File: src/hdl/wmbus_framer_pkg.sv
`default_nettype none
package wmbus_framer_pkg;

    // ****************************************
    // modes and line codes
    // ****************************************
    typedef enum logic [2:0] {
        MODE_S = 3'b000,
        MODE_T = 3'b001,
        MODE_C = 3'b010,
        MODE_F = 3'b011,
        MODE_N = 3'b100,
        MODE_COMPACT_OTHER = 3'b101
    } wmbus_mode_t;

    typedef enum logic [1:0] {
        CODE_NRZ = 2'b00,
        CODE_MANCHESTER = 2'b01,
        CODE_3OF6 = 2'b10
    } line_code_t;

    // ****************************************
    // crc and block layout
    // ****************************************
    localparam logic [15:0] CRC_POLY = 16'h3D65;
    localparam logic [15:0] CRC_INIT = 16'h0000;
    localparam logic [15:0] CRC_XOR = 16'hFFFF;
    localparam logic [7:0] CRC_BYTES = 8'h02;
    localparam logic [7:0] A_FIRST_BLOCK = 8'h09;
    localparam logic [7:0] A_NEXT_BLOCK = 8'h10;
    localparam logic [7:0] B_FIRST_BLOCK = 8'h7D;
    localparam logic [7:0] B_NEXT_BLOCK = 8'hFF;

    // ****************************************
    // test payload
    // ****************************************
    localparam logic [7:0] C_FIELD = 8'h44;
    localparam logic [7:0] VERSION_FIELD = 8'h01;
    localparam logic [7:0] DEVICE_TYPE = 8'h07;
    localparam logic [7:0] CI_FIELD = 8'h78;
    localparam logic [7:0] DIF_FIELD = 8'h0B;
    localparam logic [7:0] VIF_FIELD = 8'h13;
    localparam logic [7:0] PAYLOAD_LEN = 8'h0F;
    localparam logic [3:0] IDX_LAST = 4'hE;
    localparam logic [7:0] LEN_A = PAYLOAD_LEN;
    localparam logic [7:0] LEN_B = 8'(PAYLOAD_LEN + CRC_BYTES
        + ((PAYLOAD_LEN > B_FIRST_BLOCK) ? CRC_BYTES : 8'h00));
    localparam int FIFO_DEPTH = 8;

endpackage
`default_nettype wire

File: src/hdl/wmbus_fifo.sv
`default_nettype none
module wmbus_fifo #(
    parameter int WIDTH = 8,
    parameter int DEPTH = 8
) (
    input wire logic core_clk,
    input wire logic rst_n,
    input wire logic clk_en,
    input wire logic [WIDTH-1:0] in_data,
    input wire logic in_valid,
    output logic in_ready,
    output logic [WIDTH-1:0] out_data,
    output logic out_valid,
    input wire logic out_ready
);
    localparam int AW = $clog2(DEPTH);

    logic [WIDTH-1:0] mem_reg [DEPTH];
    logic [AW:0] wr_ptr_reg;
    logic [AW:0] rd_ptr_reg;
    logic do_write;
    logic do_read;

    // depth must be a power of two for the wrap bit to work
    assign out_valid = wr_ptr_reg != rd_ptr_reg;
    assign in_ready = (wr_ptr_reg[AW] == rd_ptr_reg[AW]) || (wr_ptr_reg[AW-1:0] != rd_ptr_reg[AW-1:0]);
    assign out_data = mem_reg[rd_ptr_reg[AW-1:0]];
    assign do_write = clk_en && in_valid && in_ready;
    assign do_read = clk_en && out_valid && out_ready;

    always_ff @(posedge core_clk or negedge rst_n) begin
        if (!rst_n) begin
            wr_ptr_reg <= '0;
            rd_ptr_reg <= '0;
        end else begin
            if (do_write) begin
                wr_ptr_reg <= wr_ptr_reg + 1'b1;
            end
            if (do_read) begin
                rd_ptr_reg <= rd_ptr_reg + 1'b1;
            end
        end
    end

    always_ff @(posedge core_clk) begin
        if (do_write) begin
            mem_reg[wr_ptr_reg[AW-1:0]] <= in_data;
        end
    end
endmodule
`default_nettype wire

File: src/hdl/wmbus_crc16.sv
`default_nettype none
module wmbus_crc16 (
    input wire logic core_clk,
    input wire logic rst_n,
    input wire logic clk_en,
    input wire logic clear,
    input wire logic feed,
    input wire logic [7:0] data_in,
    output logic [15:0] crc_out
);
    import wmbus_framer_pkg::*;

    logic [15:0] crc_reg;
    logic [15:0] crc_base;

    function automatic logic [15:0] crc_step(input logic [15:0] c, input logic [7:0] d);
        logic [15:0] r;
        r = c;
        for (int i = 7; i >= 0; i--) begin
            r = (r[15] ^ d[i]) ? ((r << 1) ^ CRC_POLY) : (r << 1);
        end
        return r;
    endfunction

    // clear and feed together restart the sum with this byte
    assign crc_base = clear ? CRC_INIT : crc_reg;
    assign crc_out = crc_reg ^ CRC_XOR;

    always_ff @(posedge core_clk or negedge rst_n) begin
        if (!rst_n) begin
            crc_reg <= CRC_INIT;
        end else if (clk_en && feed) begin
            crc_reg <= crc_step(crc_base, data_in);
        end
    end
endmodule
`default_nettype wire

File: src/hdl/wmbus_framer.sv
// Notes on behaviour
// - S and T modes build Format A
// - Format A crc after 9, then 16
// - length byte always comes first
// - F, C, compact, N modes build Format B
// - Format B carries at most two crcs
// - Format B goes out NRZ only
// - Format B length counts crc bytes
// - Format B rx length from length byte
// - payload counter starts zero, steps per packet
// - crcs recomputed for every packet
// - good count only when all crcs match
// - identification bytes sent LSB first
// - compact mode is 2-GFSK 50 kbps NRZ
// - C receiver also takes T frames
// - T mode uses 3-of-6 coding
`default_nettype none
module wmbus_framer #(
    parameter logic [15:0] MANUF_ID = 16'hA5C3,   // value arbitrary
    parameter logic [31:0] METER_ID = 32'h0246_8ACE   // value arbitrary
) (
    input wire logic core_clk,
    input wire logic rst_n,
    input wire logic clk_en,
    input wire wmbus_framer_pkg::wmbus_mode_t tx_mode,
    input wire logic tx_start,
    output logic [7:0] tx_byte,
    output logic tx_byte_valid,
    input wire logic tx_byte_ready,
    output wmbus_framer_pkg::line_code_t tx_line_code,
    output logic tx_gfsk2_50k,
    output logic tx_busy,
    output logic [23:0] tx_packet_count,
    input wire wmbus_framer_pkg::wmbus_mode_t rx_mode,
    input wire logic rx_frame_b,
    input wire logic [7:0] rx_byte,
    input wire logic rx_byte_valid,
    output logic [7:0] rx_length,
    output logic rx_done,
    output logic rx_crc_ok,
    output logic [15:0] rx_good_count
);
    import wmbus_framer_pkg::*;

    // ****************************************
    // transmit framing
    // ****************************************
    typedef enum logic [2:0] {
        TX_IDLE = 3'b000,
        TX_LEN = 3'b001,
        TX_DATA = 3'b010,
        TX_CRC_HI = 3'b011,
        TX_CRC_LO = 3'b100
    } tx_state_t;

    tx_state_t tx_state_reg;
    logic tx_fmt_b_reg;
    logic [7:0] len_byte_reg;
    logic [3:0] idx_reg;
    logic [7:0] tx_blk_reg;
    logic tx_first_reg;
    logic tx_fresh_reg;
    logic tx_done_data_reg;
    logic [1:0] crc_fields_reg;
    logic [23:0] pkt_cnt_reg;
    logic tx_busy_reg;
    line_code_t line_code_reg;
    logic gfsk_reg;
    logic [7:0] tx_byte_reg;
    logic tx_byte_valid_reg;

    logic [119:0] body;
    logic [7:0] push_data;
    logic push;
    logic fifo_in_ready;
    logic [7:0] fifo_out_data;
    logic fifo_out_valid;
    logic fifo_out_ready;
    logic [15:0] tx_crc;
    logic [7:0] tx_limit;
    logic tx_block_end;
    logic tx_last;
    logic start_ok;
    logic start_fmt_b;

    // byte 0 goes out right after the length byte
    assign body = {pkt_cnt_reg[23:16], pkt_cnt_reg[15:8], pkt_cnt_reg[7:0],
        VIF_FIELD, DIF_FIELD, CI_FIELD, DEVICE_TYPE, VERSION_FIELD,
        METER_ID[31:24], METER_ID[23:16], METER_ID[15:8], METER_ID[7:0],
        MANUF_ID[15:8], MANUF_ID[7:0], C_FIELD};

    assign start_ok = (tx_state_reg == TX_IDLE) && tx_start;
    assign start_fmt_b = !(tx_mode == MODE_S || tx_mode == MODE_T);
    assign push = (tx_state_reg != TX_IDLE) && fifo_in_ready;
    assign tx_last = idx_reg == IDX_LAST;
    assign tx_limit = tx_first_reg ? (tx_fmt_b_reg ? B_FIRST_BLOCK : A_FIRST_BLOCK)
                                   : (tx_fmt_b_reg ? B_NEXT_BLOCK : A_NEXT_BLOCK);
    assign tx_block_end = tx_blk_reg == tx_limit - 8'h01;

    always_comb begin
        push_data = 8'h00;
        case (tx_state_reg)
            TX_LEN: push_data = len_byte_reg;
            TX_DATA: push_data = body[idx_reg*8 +: 8];
            TX_CRC_HI: push_data = tx_crc[15:8];
            TX_CRC_LO: push_data = tx_crc[7:0];
            default: push_data = 8'h00;
        endcase
    end

    always_ff @(posedge core_clk or negedge rst_n) begin
        if (!rst_n) begin
            tx_state_reg <= TX_IDLE;
            tx_fmt_b_reg <= 1'b0;
            len_byte_reg <= 8'h00;
            idx_reg <= 4'h0;
            tx_blk_reg <= 8'h00;
            tx_first_reg <= 1'b1;
            tx_fresh_reg <= 1'b0;
            tx_done_data_reg <= 1'b0;
            crc_fields_reg <= 2'b00;
            tx_busy_reg <= 1'b0;
        end else if (clk_en) begin
            case (tx_state_reg)
                TX_IDLE: begin
                    if (start_ok) begin
                        tx_fmt_b_reg <= start_fmt_b;
                        len_byte_reg <= start_fmt_b ? LEN_B : LEN_A;
                        tx_busy_reg <= 1'b1;
                        tx_state_reg <= TX_LEN;
                    end
                end
                TX_LEN: begin
                    if (push) begin
                        idx_reg <= 4'h0;
                        tx_blk_reg <= 8'h00;
                        tx_first_reg <= 1'b1;
                        tx_fresh_reg <= 1'b0;
                        tx_done_data_reg <= 1'b0;
                        crc_fields_reg <= 2'b00;
                        tx_state_reg <= TX_DATA;
                    end
                end
                TX_DATA: begin
                    if (push) begin
                        idx_reg <= idx_reg + 4'h1;
                        tx_blk_reg <= tx_blk_reg + 8'h01;
                        tx_fresh_reg <= 1'b0;
                        tx_done_data_reg <= tx_last;
                        if (tx_last || tx_block_end) begin
                            tx_state_reg <= TX_CRC_HI;
                        end
                    end
                end
                TX_CRC_HI: begin
                    if (push) begin
                        tx_state_reg <= TX_CRC_LO;
                    end
                end
                TX_CRC_LO: begin
                    if (push) begin
                        crc_fields_reg <= crc_fields_reg + 2'b01;
                        tx_blk_reg <= 8'h00;
                        tx_first_reg <= 1'b0;
                        tx_fresh_reg <= 1'b1;
                        if (tx_done_data_reg) begin
                            tx_busy_reg <= 1'b0;
                            tx_state_reg <= TX_IDLE;
                        end else begin
                            tx_state_reg <= TX_DATA;
                        end
                    end
                end
                default: tx_state_reg <= TX_IDLE;
            endcase
        end
    end

    // counter moves only once the last crc byte of the packet is pushed into the fifo
    always_ff @(posedge core_clk or negedge rst_n) begin
        if (!rst_n) begin
            pkt_cnt_reg <= 24'h000000;
        end else if (clk_en && push && tx_state_reg == TX_CRC_LO && tx_done_data_reg) begin
            pkt_cnt_reg <= pkt_cnt_reg + 24'h000001;
        end
    end

    // coding held for the whole packet, even if the mode input moves
    always_ff @(posedge core_clk or negedge rst_n) begin
        if (!rst_n) begin
            line_code_reg <= CODE_NRZ;
            gfsk_reg <= 1'b0;
        end else if (clk_en && start_ok) begin
            if (tx_mode == MODE_S) begin
                line_code_reg <= CODE_MANCHESTER;
            end else if (tx_mode == MODE_T) begin
                line_code_reg <= CODE_3OF6;
            end else begin
                line_code_reg <= CODE_NRZ;
            end
            gfsk_reg <= tx_mode == MODE_COMPACT_OTHER;
        end
    end

    wmbus_crc16 u_tx_crc (
        .core_clk(core_clk),
        .rst_n(rst_n),
        .clk_en(clk_en),
        .clear(push && (tx_state_reg == TX_LEN || (tx_state_reg == TX_DATA && tx_fresh_reg))),
        .feed(push && (tx_state_reg == TX_LEN || tx_state_reg == TX_DATA)),
        .data_in(push_data),
        .crc_out(tx_crc)
    );

    wmbus_fifo #(.WIDTH(8), .DEPTH(FIFO_DEPTH)) u_tx_fifo (
        .core_clk(core_clk),
        .rst_n(rst_n),
        .clk_en(clk_en),
        .in_data(push_data),
        .in_valid(tx_state_reg != TX_IDLE),
        .in_ready(fifo_in_ready),
        .out_data(fifo_out_data),
        .out_valid(fifo_out_valid),
        .out_ready(fifo_out_ready)
    );

    assign fifo_out_ready = !tx_byte_valid_reg || tx_byte_ready;

    always_ff @(posedge core_clk or negedge rst_n) begin
        if (!rst_n) begin
            tx_byte_reg <= 8'h00;
            tx_byte_valid_reg <= 1'b0;
        end else if (clk_en && fifo_out_ready) begin
            tx_byte_valid_reg <= fifo_out_valid;
            if (fifo_out_valid) begin
                tx_byte_reg <= fifo_out_data;
            end
        end
    end

    assign tx_byte = tx_byte_reg;
    assign tx_byte_valid = tx_byte_valid_reg;
    assign tx_line_code = line_code_reg;
    assign tx_gfsk2_50k = gfsk_reg;
    assign tx_busy = tx_busy_reg;
    assign tx_packet_count = pkt_cnt_reg;

    // ****************************************
    // receive checking
    // ****************************************
    typedef enum logic [1:0] {
        RX_LEN = 2'b00,
        RX_DATA = 2'b01,
        RX_CRC_HI = 2'b10,
        RX_CRC_LO = 2'b11
    } rx_state_t;

    rx_state_t rx_state_reg;
    logic rx_fmt_b_reg;
    logic [7:0] rem_reg;
    logic [7:0] rx_blk_reg;
    logic rx_first_reg;
    logic rx_fresh_reg;
    logic rx_err_reg;
    logic [7:0] rx_length_reg;
    logic rx_done_reg;
    logic rx_ok_reg;
    logic [15:0] good_reg;
    logic [15:0] rx_crc;
    logic rx_is_b;
    logic [7:0] rx_rem_start;
    logic [7:0] rx_limit;
    logic lo_bad;

    // T frames reach a C receiver on their own sync word
    assign rx_is_b = (rx_mode == MODE_S || rx_mode == MODE_T) ? 1'b0 :
                     (rx_mode == MODE_C) ? rx_frame_b : 1'b1;
    assign rx_rem_start = !rx_is_b ? rx_byte :
        (rx_byte > B_FIRST_BLOCK + CRC_BYTES) ? 8'(rx_byte - CRC_BYTES - CRC_BYTES)
                                              : 8'(rx_byte - CRC_BYTES);
    assign rx_limit = rx_first_reg ? (rx_fmt_b_reg ? B_FIRST_BLOCK : A_FIRST_BLOCK)
                                   : (rx_fmt_b_reg ? B_NEXT_BLOCK : A_NEXT_BLOCK);
    assign lo_bad = rx_byte != rx_crc[7:0];

    always_ff @(posedge core_clk or negedge rst_n) begin
        if (!rst_n) begin
            rx_state_reg <= RX_LEN;
            rx_fmt_b_reg <= 1'b0;
            rem_reg <= 8'h00;
            rx_blk_reg <= 8'h00;
            rx_first_reg <= 1'b1;
            rx_fresh_reg <= 1'b0;
            rx_err_reg <= 1'b0;
            rx_length_reg <= 8'h00;
            rx_done_reg <= 1'b0;
            rx_ok_reg <= 1'b0;
        end else if (clk_en) begin
            rx_done_reg <= 1'b0;
            rx_ok_reg <= 1'b0;
            if (rx_byte_valid) begin
                case (rx_state_reg)
                    RX_LEN: begin
                        rx_length_reg <= rx_byte;
                        rx_fmt_b_reg <= rx_is_b;
                        rem_reg <= rx_rem_start;
                        rx_blk_reg <= 8'h00;
                        rx_first_reg <= 1'b1;
                        rx_fresh_reg <= 1'b0;
                        rx_err_reg <= 1'b0;
                        // a length too short for any data is dropped as bad
                        if (rx_rem_start == 8'h00 || (rx_is_b && rx_byte <= CRC_BYTES)) begin
                            rx_done_reg <= 1'b1;
                        end else begin
                            rx_state_reg <= RX_DATA;
                        end
                    end
                    RX_DATA: begin
                        rem_reg <= rem_reg - 8'h01;
                        rx_blk_reg <= rx_blk_reg + 8'h01;
                        rx_fresh_reg <= 1'b0;
                        if (rem_reg == 8'h01 || rx_blk_reg == rx_limit - 8'h01) begin
                            rx_state_reg <= RX_CRC_HI;
                        end
                    end
                    RX_CRC_HI: begin
                        if (rx_byte != rx_crc[15:8]) begin
                            rx_err_reg <= 1'b1;
                        end
                        rx_state_reg <= RX_CRC_LO;
                    end
                    RX_CRC_LO: begin
                        rx_err_reg <= rx_err_reg || lo_bad;
                        rx_blk_reg <= 8'h00;
                        rx_first_reg <= 1'b0;
                        rx_fresh_reg <= 1'b1;
                        if (rem_reg == 8'h00) begin
                            rx_done_reg <= 1'b1;
                            rx_ok_reg <= !(rx_err_reg || lo_bad);
                            rx_state_reg <= RX_LEN;
                        end else begin
                            rx_state_reg <= RX_DATA;
                        end
                    end
                    default: rx_state_reg <= RX_LEN;
                endcase
            end
        end
    end

    always_ff @(posedge core_clk or negedge rst_n) begin
        if (!rst_n) begin
            good_reg <= 16'h0000;
        end else if (clk_en && rx_byte_valid && rx_state_reg == RX_CRC_LO
                     && rem_reg == 8'h00 && !(rx_err_reg || lo_bad)) begin
            good_reg <= good_reg + 16'h0001;
        end
    end

    wmbus_crc16 u_rx_crc (
        .core_clk(core_clk),
        .rst_n(rst_n),
        .clk_en(clk_en),
        .clear(rx_byte_valid && (rx_state_reg == RX_LEN || (rx_state_reg == RX_DATA && rx_fresh_reg))),
        .feed(rx_byte_valid && (rx_state_reg == RX_LEN || rx_state_reg == RX_DATA)),
        .data_in(rx_byte),
        .crc_out(rx_crc)
    );

    assign rx_length = rx_length_reg;
    assign rx_done = rx_done_reg;
    assign rx_crc_ok = rx_ok_reg;
    assign rx_good_count = good_reg;
endmodule
`default_nettype wire

File: config.mk
export PLATFORM = sky130hd
export DESIGN_NAME = wmbus_framer
export DESIGN_NICKNAME = d
export VERILOG_FILES = /design/src/hdl/wmbus_framer_pkg.sv /design/src/hdl/wmbus_fifo.sv /design/src/hdl/wmbus_crc16.sv /design/src/hdl/wmbus_framer.sv
export SDC_FILE = /design/constraint.sdc
export NUM_CORES = 1
export LEC_CHECK = 0
export BUFFER_PORTS_ARGS = -buffer_cell sky130_fd_sc_hd__buf_2
export CAP_MARGIN = 15
export CELL_PAD_IN_SITES_DETAIL_PLACEMENT = 0
export CELL_PAD_IN_SITES_GLOBAL_PLACEMENT = 1
export CORE_ASPECT_RATIO = 0.9
export CORE_MARGIN = 4
export CORE_UTILIZATION = 50
export CTS_BUF_LIST = sky130_fd_sc_hd__clkbuf_16
export DETAILED_ROUTE_END_ITERATION = 8
export PLACE_DENSITY_LB_ADDON = 0.08
export SLEW_MARGIN = 0
export SYNTH_ARGS = -nofsm -noshare
export SYNTH_HDL_FRONTEND = slang
export SYNTH_SLANG_ARGS = --single-unit
export TNS_END_PERCENT = 100
File: constraint.sdc
create_clock -name core_clk -period 7.1 [get_ports core_clk]
set_clock_uncertainty 0.2 [all_clocks]
set_input_delay 1.065 -clock core_clk [delete_from_list [all_inputs] [get_ports core_clk]]
set_output_delay 1.065 -clock core_clk [all_outputs]
set_load 0.02 [all_outputs]
==> results of run 1 <==
[placed cells by master, fill, tap and decap left out, drive strengths merged, types with 13 or more instances in the layout]
cell type  Yosys  layout
nor2          89      89
xor2          48      48
edfxtp        64      64
buf           26      93
nand3         32      32
nand2        134     134
nand4         18      18
clkbuf        39      24
xnor2        146     146
mux2i         22      22
ha            21      21
nor3          31      31
mux4          17      17
mux2          13      13
dfrtp        144     144
inv           23      26
a21oi         43      43
o21ai         81      81
[metal layers]
metal / vias up / share of wire, % / track usage, %
met2: 178 / 44 / 30.29
met5: - / 0.098 / 0
met4: 4 / 1.5 / 3.802
li1: 4103 / - / -
met3: 30 / 4.7 / 3.548
met1: 4004 / 50 / 31.87
[metrics by stage]
| step | util (%) | hold WS (ps) | setup slack (ps) |
|---|---|---|---|
| 3_3_place_gp | 53.24 | 244.1 | 2795 |
| 5_1_grt | 57.02 | 285.6 | 2367 |
| 2_1_floorplan | - | 213.9 | 3063 |
| 4_1_cts | 57.00 | 264.1 | 2689 |
| 6_report | 57.02 | 266.3 | 2680 |
| 3_5_place_dp | 53.24 | 249.9 | 2708 |
[cell families after synthesis]
kind of cell	count (synthesis)	share of synthesized area [%]
simple gates	374	15.00
flops	210	47.17
compound gates	199	10.82
xor+xnor	196	15.25
buf+inv	89	3.195
mux	52	6.338
fa+ha+maj	21	2.222
[critical path, cell delays in order, from the launching register on]
cell     delay, ps
dfrtp_1        820
inv_1          240
ha_1           280
nor2b_1        150
a211o_1        330
a31oi_2        430
a21o_1         180
a21oi_1         60
nor3_1         260
xor2_1         360
xor3_2         390
xor2_2         180
xnor3_1        340
o21ai_1        120
[worst paths after layout]
kind	startpoint	end	depth (start not counted)
max	idx_reg[0]	u_tx_crc.crc_reg[13]	13
min	len_byte_reg[0]	len_byte_reg[0]	2
max reg2reg	idx_reg[0]	u_tx_crc.crc_reg[13]	13
min reg2reg	len_byte_reg[0]	len_byte_reg[0]	2
max in group asynchronous	rst_n	tx_state_reg[2]	2
min in group asynchronous	rst_n	rem_reg[3]	1
[layout make-up]
type | count | area, sq um
clock inverters | 19 | 276.5
multi-input cells | 842 | 5893
flip-flops and latches | 210 | 5578
well taps | 302 | 377.9
inverters | 24 | 90.09
fillers | 2052 | 10030
clock buffers | 24 | 600.6
repair buffers | 93 | 494.2
==> impl_results.md, run 1 <==
- Req. time, crit path: 7330 ps
- CTS resizes: 0
- Final WL: 26410 um
- Total grt overflow: 0
- Layout area overhead: 12.56%
- Setup CP Type: flop to flop
- Full die area: 26180 sq um
- Sink count of the clock tree: 210
- Fin. max-slew vios: 0
- Drt first pass iters: 5
- Ports: 84
- Final non-filler cell total: 1514
- Gr usage total: 20.43%
- Max-cap violations: 0
- Final hold vios: 0
- Max reg flops: 64
- Fin nets: 1237
- Routed Antenna Nets: 0
- Initial antenna violation count: 2
- Top FF cell, synth: dfrtp_1
- Dpl cells: 1470
- FP Rows: 53
- Syn Nets: 1183
- Worst-case clock buffer depth: 3
- Post-synthesis cell area: 11830 sq um
- Post-CTS Setup Repair Bufs: 0
- DR WL/cell: 17.44 um
- Starting Density: 50.66%
- First-pass GRT wire length: 43850 um
- Fin crit period: 4420 ps
- Drt initial violations: 586
- Setup-failing EPs final: 0
- Outcome: completed
- Synth unique cells: 79
- Placed Area: 12430 sq um
- Vias per cell: 5.495
- Number of synthesis warnings: 0
- Synth Instances: 1141
- Hpwl dp: 18300 um
- Clk Latency, worst-skew pair: 520 ps
- Die Y: 153.9 um
- Commonest cells post-synth: 144 x dfrtp_1, 143 x xnor2_1, 133 x nand2_1
- RSZ-0062 raised after global routing: false
- Max Fclk: 226.3 MHz
- Vias in the first global route: 8064
- Reg-to-reg setup timing slack: 2680 ps
- Maximum fanout along the worst path: 20
- Final instance area: 13310 sq um
- Synth top area share: 30.47%
- Crit path launch type: flop
- Post-CTS Hold Fix Bufs: 0
- # diodes: 0
- Clk root buf: clkbuf_16
- CP Data Arrival Time: 4650 ps
- Worst Max-Slew Pin Slew: 1121 ps
- CTS buffer count: 24
- Via count: 8319
- Most common cell in the synthesized netlist: dfrtp_1
- Final Wtd Congestion: 0.8311
- Crit end category: flop
- Part of the Yosys area used for sequential elements: 47.17%
- Largest net degree at the start of global routing: 84
- CORE AREA: 23340 sq um
- Layout cells sized above 1: 15.51%
- DR DRC count: 0
- Die W: 170.1 um
- Reg clk slew, reported paths: 60 ps
- Syn avg cell area: 10.36 sq um
- Post-synth EDFFs: 64
- Area contributors post-synth: dfrtp_1 30%, edfxtp_1 16%, xnor2_1 11%, nand2_1 4.2%, xor2_1 3.3%
- Relative slew slack: 24.47%
- Hold crit path type: flop to flop
- Tcrit/Tclk final: 62.25%
- Post-synth ARST share: 69.52%
- Synth Register Bits: 210
- CTS H-tree lvls: 1
- Leading area contributor after synthesis: dfrtp_1
- I/O Buffers: 83
- CTS tree: yes
- Total Neg Setup Slack: 0 ps
Power of run 1 is not shown: default switching activity piles up to over one toggle a cycle in this logic, so the estimate is an artifact.
==> run 2: changes to the inputs <==
CORE_UTILIZATION = 49   (was 50)
clock period = 4.6 ns   (was 7.1 ns; I/O delays follow)
==> run 2 against run 1 <==
Register-to-register slack worse by 2100 ps. Sequential share of layout area hardly changed. Count of clock-buffer cells in the layout is 1 lower. Die area is 1.9% higher. Global-route usage is 0.36 points lower. First-iteration DRC count is 32% lower. Critical endpoint unchanged. Wire length is 1.2% higher. Core utilization is 0.55 points lower. Largest cell class unchanged. Via count is 0.83% higher.
==> impl_results.md, run 2 (same netlist as run 1, synthesis figures left out) <==
- Ports: 84
- I/O Buffers: 83
- Fin nets: 1254
- Total grt overflow: 0
- CTS tree: yes
- Total Neg Setup Slack: 0 ps
- Hold crit path type: primary input to asynchronous set/reset pin
- Setup CP Type: flop to flop
- Final non-filler cell total: 1531
- RSZ-0062 raised after global routing: false
- CTS H-tree lvls: 1
- Drt first pass iters: 4
- Worst Max-Slew Pin Slew: 967.1 ps
- Worst-case clock buffer depth: 3
- Tcrit/Tclk final: 87.21%
- Setup-failing EPs final: 0
- DR WL/cell: 17.46 um
- Die W: 171.8 um
- Starting Density: 50.23%
- Via count: 8388
- Maximum fanout along the worst path: 17
- Initial antenna violation count: 1
- Hpwl dp: 18820 um
- Fin crit period: 4012 ps
- Largest net degree at the start of global routing: 79
- # diodes: 0
- Commonest non-fill, non-tap cell in the layout: dfrtp_1
- Final Util: 56.48%
- Post-CTS Setup Repair Bufs: 0
- FP Rows: 53
- Clk root buf: clkbuf_16
- Most frequent cells in the layout: 144 x dfrtp_1, 143 x xnor2_1, 133 x nand2_1
- Req. time, crit path: 4830 ps
- Register area: 5578 sq um
- Full die area: 26690 sq um
- Die Y: 155.4 um
- Drt initial violations: 399
- CTS buffer count: 23
- Reg clk slew, reported paths: 60 ps
- CTS resizes: 0
- Layout area overhead: 12.43%
- Final Wtd Congestion: 0.8247
- Clk Latency, worst-skew pair: 520 ps
- CP Data Arrival Time: 4240 ps
- Sink count of the clock tree: 210
- Gr usage total: 20.07%
- Crit path launch type: flop
- Final hold vios: 0
- Multi-input logic area: 5888 sq um
- DR DRC count: 0
- Max reg flops: 64
- Fin. max-slew vios: 0
- Max Fclk: 249.3 MHz
- Vias in the first global route: 8083
- # fillers: 2087
- CORE AREA: 23540 sq um
- Relative slew slack: 35.32%
- Crit end category: flop
- Layout cells sized above 1: 16.27%
- Dpl cells: 1488
- Routed Antenna Nets: 0
- Worst reg-to-reg path cell count: 12
- Max-cap violations: 0
- Outcome: completed
- Final WL: 26740 um
- Placed Area: 12570 sq um
- Post-CTS Hold Fix Bufs: 0
- Vias per cell: 5.479
- First-pass GRT wire length: 43620 um
- Final instance area: 13300 sq um
[run 2: final cells by class]
cell class | instances | share of cell area, %
tap | 302 | 2.842
sequential | 210 | 41.95
clock inverter | 19 | 1.063
inverter | 24 | 0.6776
clock buffer | 23 | 4.329
timing repair buffer | 111 | 4.847
multi-input combinational | 842 | 44.29
[run 2: metal layers]
layer	vias to the layer above	share of wire (%)	GRT usage, %
met2	179	43	29.70
met1	4026	50	31.22
met5	-	0.049	0
met3	38	4.9	3.404
met4	2	1.7	4.154
li1	4143	-	-
[run 2: worst max-delay path, cell delays in order (launching register included)]
cell,delay (ps)
dfrtp_1,630
inv_1,170
ha_1,250
a211o_1,320
a31oi_2,440
a21o_1,190
a21oi_1,60
nor3_1,240
xor2_1,380
xor3_2,400
xor2_2,180
xnor3_1,350
o21ai_1,120
[run 2: worst paths after layout]
path | from | endpoint | slack (ps)
max | idx_reg[1] | u_tx_crc.crc_reg[13] | 590
min | rst_n | rem_reg[3] | 30
max reg2reg | idx_reg[1] | u_tx_crc.crc_reg[13] | 590
min reg2reg | len_byte_reg[0] | len_byte_reg[0] | 260
max in group asynchronous | rst_n | u_tx_crc.crc_reg[12] | 3330
min in group core_clk | tx_mode[0] | tx_line_code[0] | 200
[run 2: per-stage QoR]
stage / setup WS (ps) / hold WS (ps)
final: 588.2 / 27.85
after detailed placement: 627.6 / 255.3
after CTS: 609.2 / 35.04
after global placement: 726.0 / 251.0
after global routing: 301.1 / 68.58
after floorplan: 745.1 / 194.4
Power of run 2 is left out for the same reason.
==> run 3: changes to the inputs <==
REMOVE_ABC_BUFFERS = 1   (was not set)
==> run 3 against run 2 <==
Non-clock buffer count down 1. Die area unchanged. Cell area about the same. Final cell count about the same. Critical path type unchanged. Critical endpoint unchanged. Highest routed layer is now met4.
==> impl_results.md, run 3 (same netlist as run 1, synthesis figures left out) <==
- Initial antenna violation count: 0
- Req. time, crit path: 4840 ps
- Fin nets: 1254
- Routed length on met1: 12910 um
- Crit path max-delay family: XOR/XNOR gates
- Crit end category: flop
- Max Fclk: 250.7 MHz
- CTS tree: yes
- Clk Latency, worst-skew pair: 520 ps
- Routed Antenna Nets: 0
- # fillers: 2037
- CTS buffer count: 24
- Met2 wire length: 11830 um
- Full die area: 26690 sq um
- Total Neg Setup Slack: 0 ps
- Vias per cell: 5.513
- DR WL/cell: 17.33 um
- Fin. max-slew vios: 0
- FP Rows: 53
- Die W: 171.8 um
- Layout cells sized above 1: 16.34%
- DR DRC count: 0
- Vias in the first global route: 8160
- Reg clk slew, reported paths: 60 ps
- Post-CTS Hold Fix Bufs: 0
- Max-cap violations: 0
- CP cell instances: inv_1, ha_1, nor4_1, a211o_1, nor2_1, o22a_1, o211ai_4, xor2_4, xor3_2, xor2_2, xnor3_1, o21ai_1
- # diodes: 0
- Top routing layer in use: met4
- Total grt overflow: 0
- RSZ-0062 raised after global routing: false
- CP Data Arrival Time: 4230 ps
- Final hold vios: 0
- Post-CTS Setup Repair Bufs: 0
- Relative slew slack: 29.54%
- Setup-failing EPs final: 0
- First-pass GRT wire length: 44150 um
- Fin crit period: 3989 ps
- Final WL: 26550 um
- Drt first pass iters: 6
- Most frequent cells in the layout: 144 x dfrtp_1, 143 x xnor2_1, 133 x nand2_1
- Max reg flops: 64
- Via count: 8446
- I/O Buffers: 83
- Tcrit/Tclk final: 86.73%
- Hold crit path type: primary input to asynchronous set/reset pin
- Maximum fanout along the worst path: 17
- Ports: 84
- Routed wl met3: 1353 um
- Layout area overhead: 12.54%
- Crit-path slowest cell: dfrtp_1
- CORE AREA: 23540 sq um
- CTS H-tree lvls: 1
- Gr usage total: 20.26%
- Final Wtd Congestion: 0.8280
- Sink count of the clock tree: 210
- Starting Density: 50.23%
- Crit path launch type: flop
- Hpwl dp: 18650 um
- Die Y: 155.4 um
- Worst-case clock buffer depth: 3
- Largest net degree at the start of global routing: 82
- Clk root buf: clkbuf_16
- Commonest non-fill, non-tap cell in the layout: dfrtp_1
- Outcome: completed
- Worst Max-Slew Pin Slew: 1054 ps
- Reg-to-reg setup timing slack: 610 ps
- Drt initial violations: 363
- CP Buf/Inv Count: 1
- Setup CP Type: flop to flop
- Slowest stage delay, CP: 630 ps
- CTS resizes: 0
## run 3: layer usage
layer	vias up	global-route usage, %
li1	4146	-
met1	4075	30.24
met2	185	31.25
met3	40	3.811
met4	0	4.004
met5	-	0
## run 3: stage by stage
stage / cell area, sq um / instances / util (%) / hold WS (ps) / setup slack (ps)
2_1_floorplan: 11540 / 1076 / - / 194.4 / 713.6
3_3_place_gp: 12550 / 1487 / 53.31 / 255.5 / 737.2
3_5_place_dp: 12550 / 1487 / 53.31 / 261.8 / 661.5
4_1_cts: 13300 / 1531 / 56.50 / 48.99 / 645.9
5_1_grt: 13310 / 1532 / 56.53 / 73.75 / 391.4
6_report: 13310 / 1532 / 56.53 / 22.36 / 610.5
## run 3: final timing paths
check	start	endpoint	depth (start not counted)
max	idx_reg[1]	u_tx_crc.crc_reg[13]	12
max in group asynchronous	rst_n	rx_length[7]	2
max reg2reg	idx_reg[1]	u_tx_crc.crc_reg[13]	12
min reg2reg	rx_good_count[15]	rx_good_count[15]	1
min	rst_n	rem_reg[4]	1
min in group core_clk	tx_mode[0]	tx_line_code[0]	2
## run 3: worst reg2reg max path, delay by kind of cell, from the launching register on
family / cells / cell delay, ps
simple gates: 2 / 410
xor+xnor: 4 / 1250
buf+inv: 1 / 170
compound gates: 4 / 1010
fa+ha+maj: 1 / 250
flops: 1 / 630
## run 3: layout make-up
class,instances,area (sq um),area share (%)
clock buffers,24,600.6,4.513
clock inverters,20,148.9,1.119
inverters,24,90.09,0.6769
multi-input cells,842,5888,44.25
flip-flops and latches,210,5578,41.91
well taps,302,377.9,2.839
repair buffers,110,624.3,4.692
Power of run 3 is left out for the same reason.
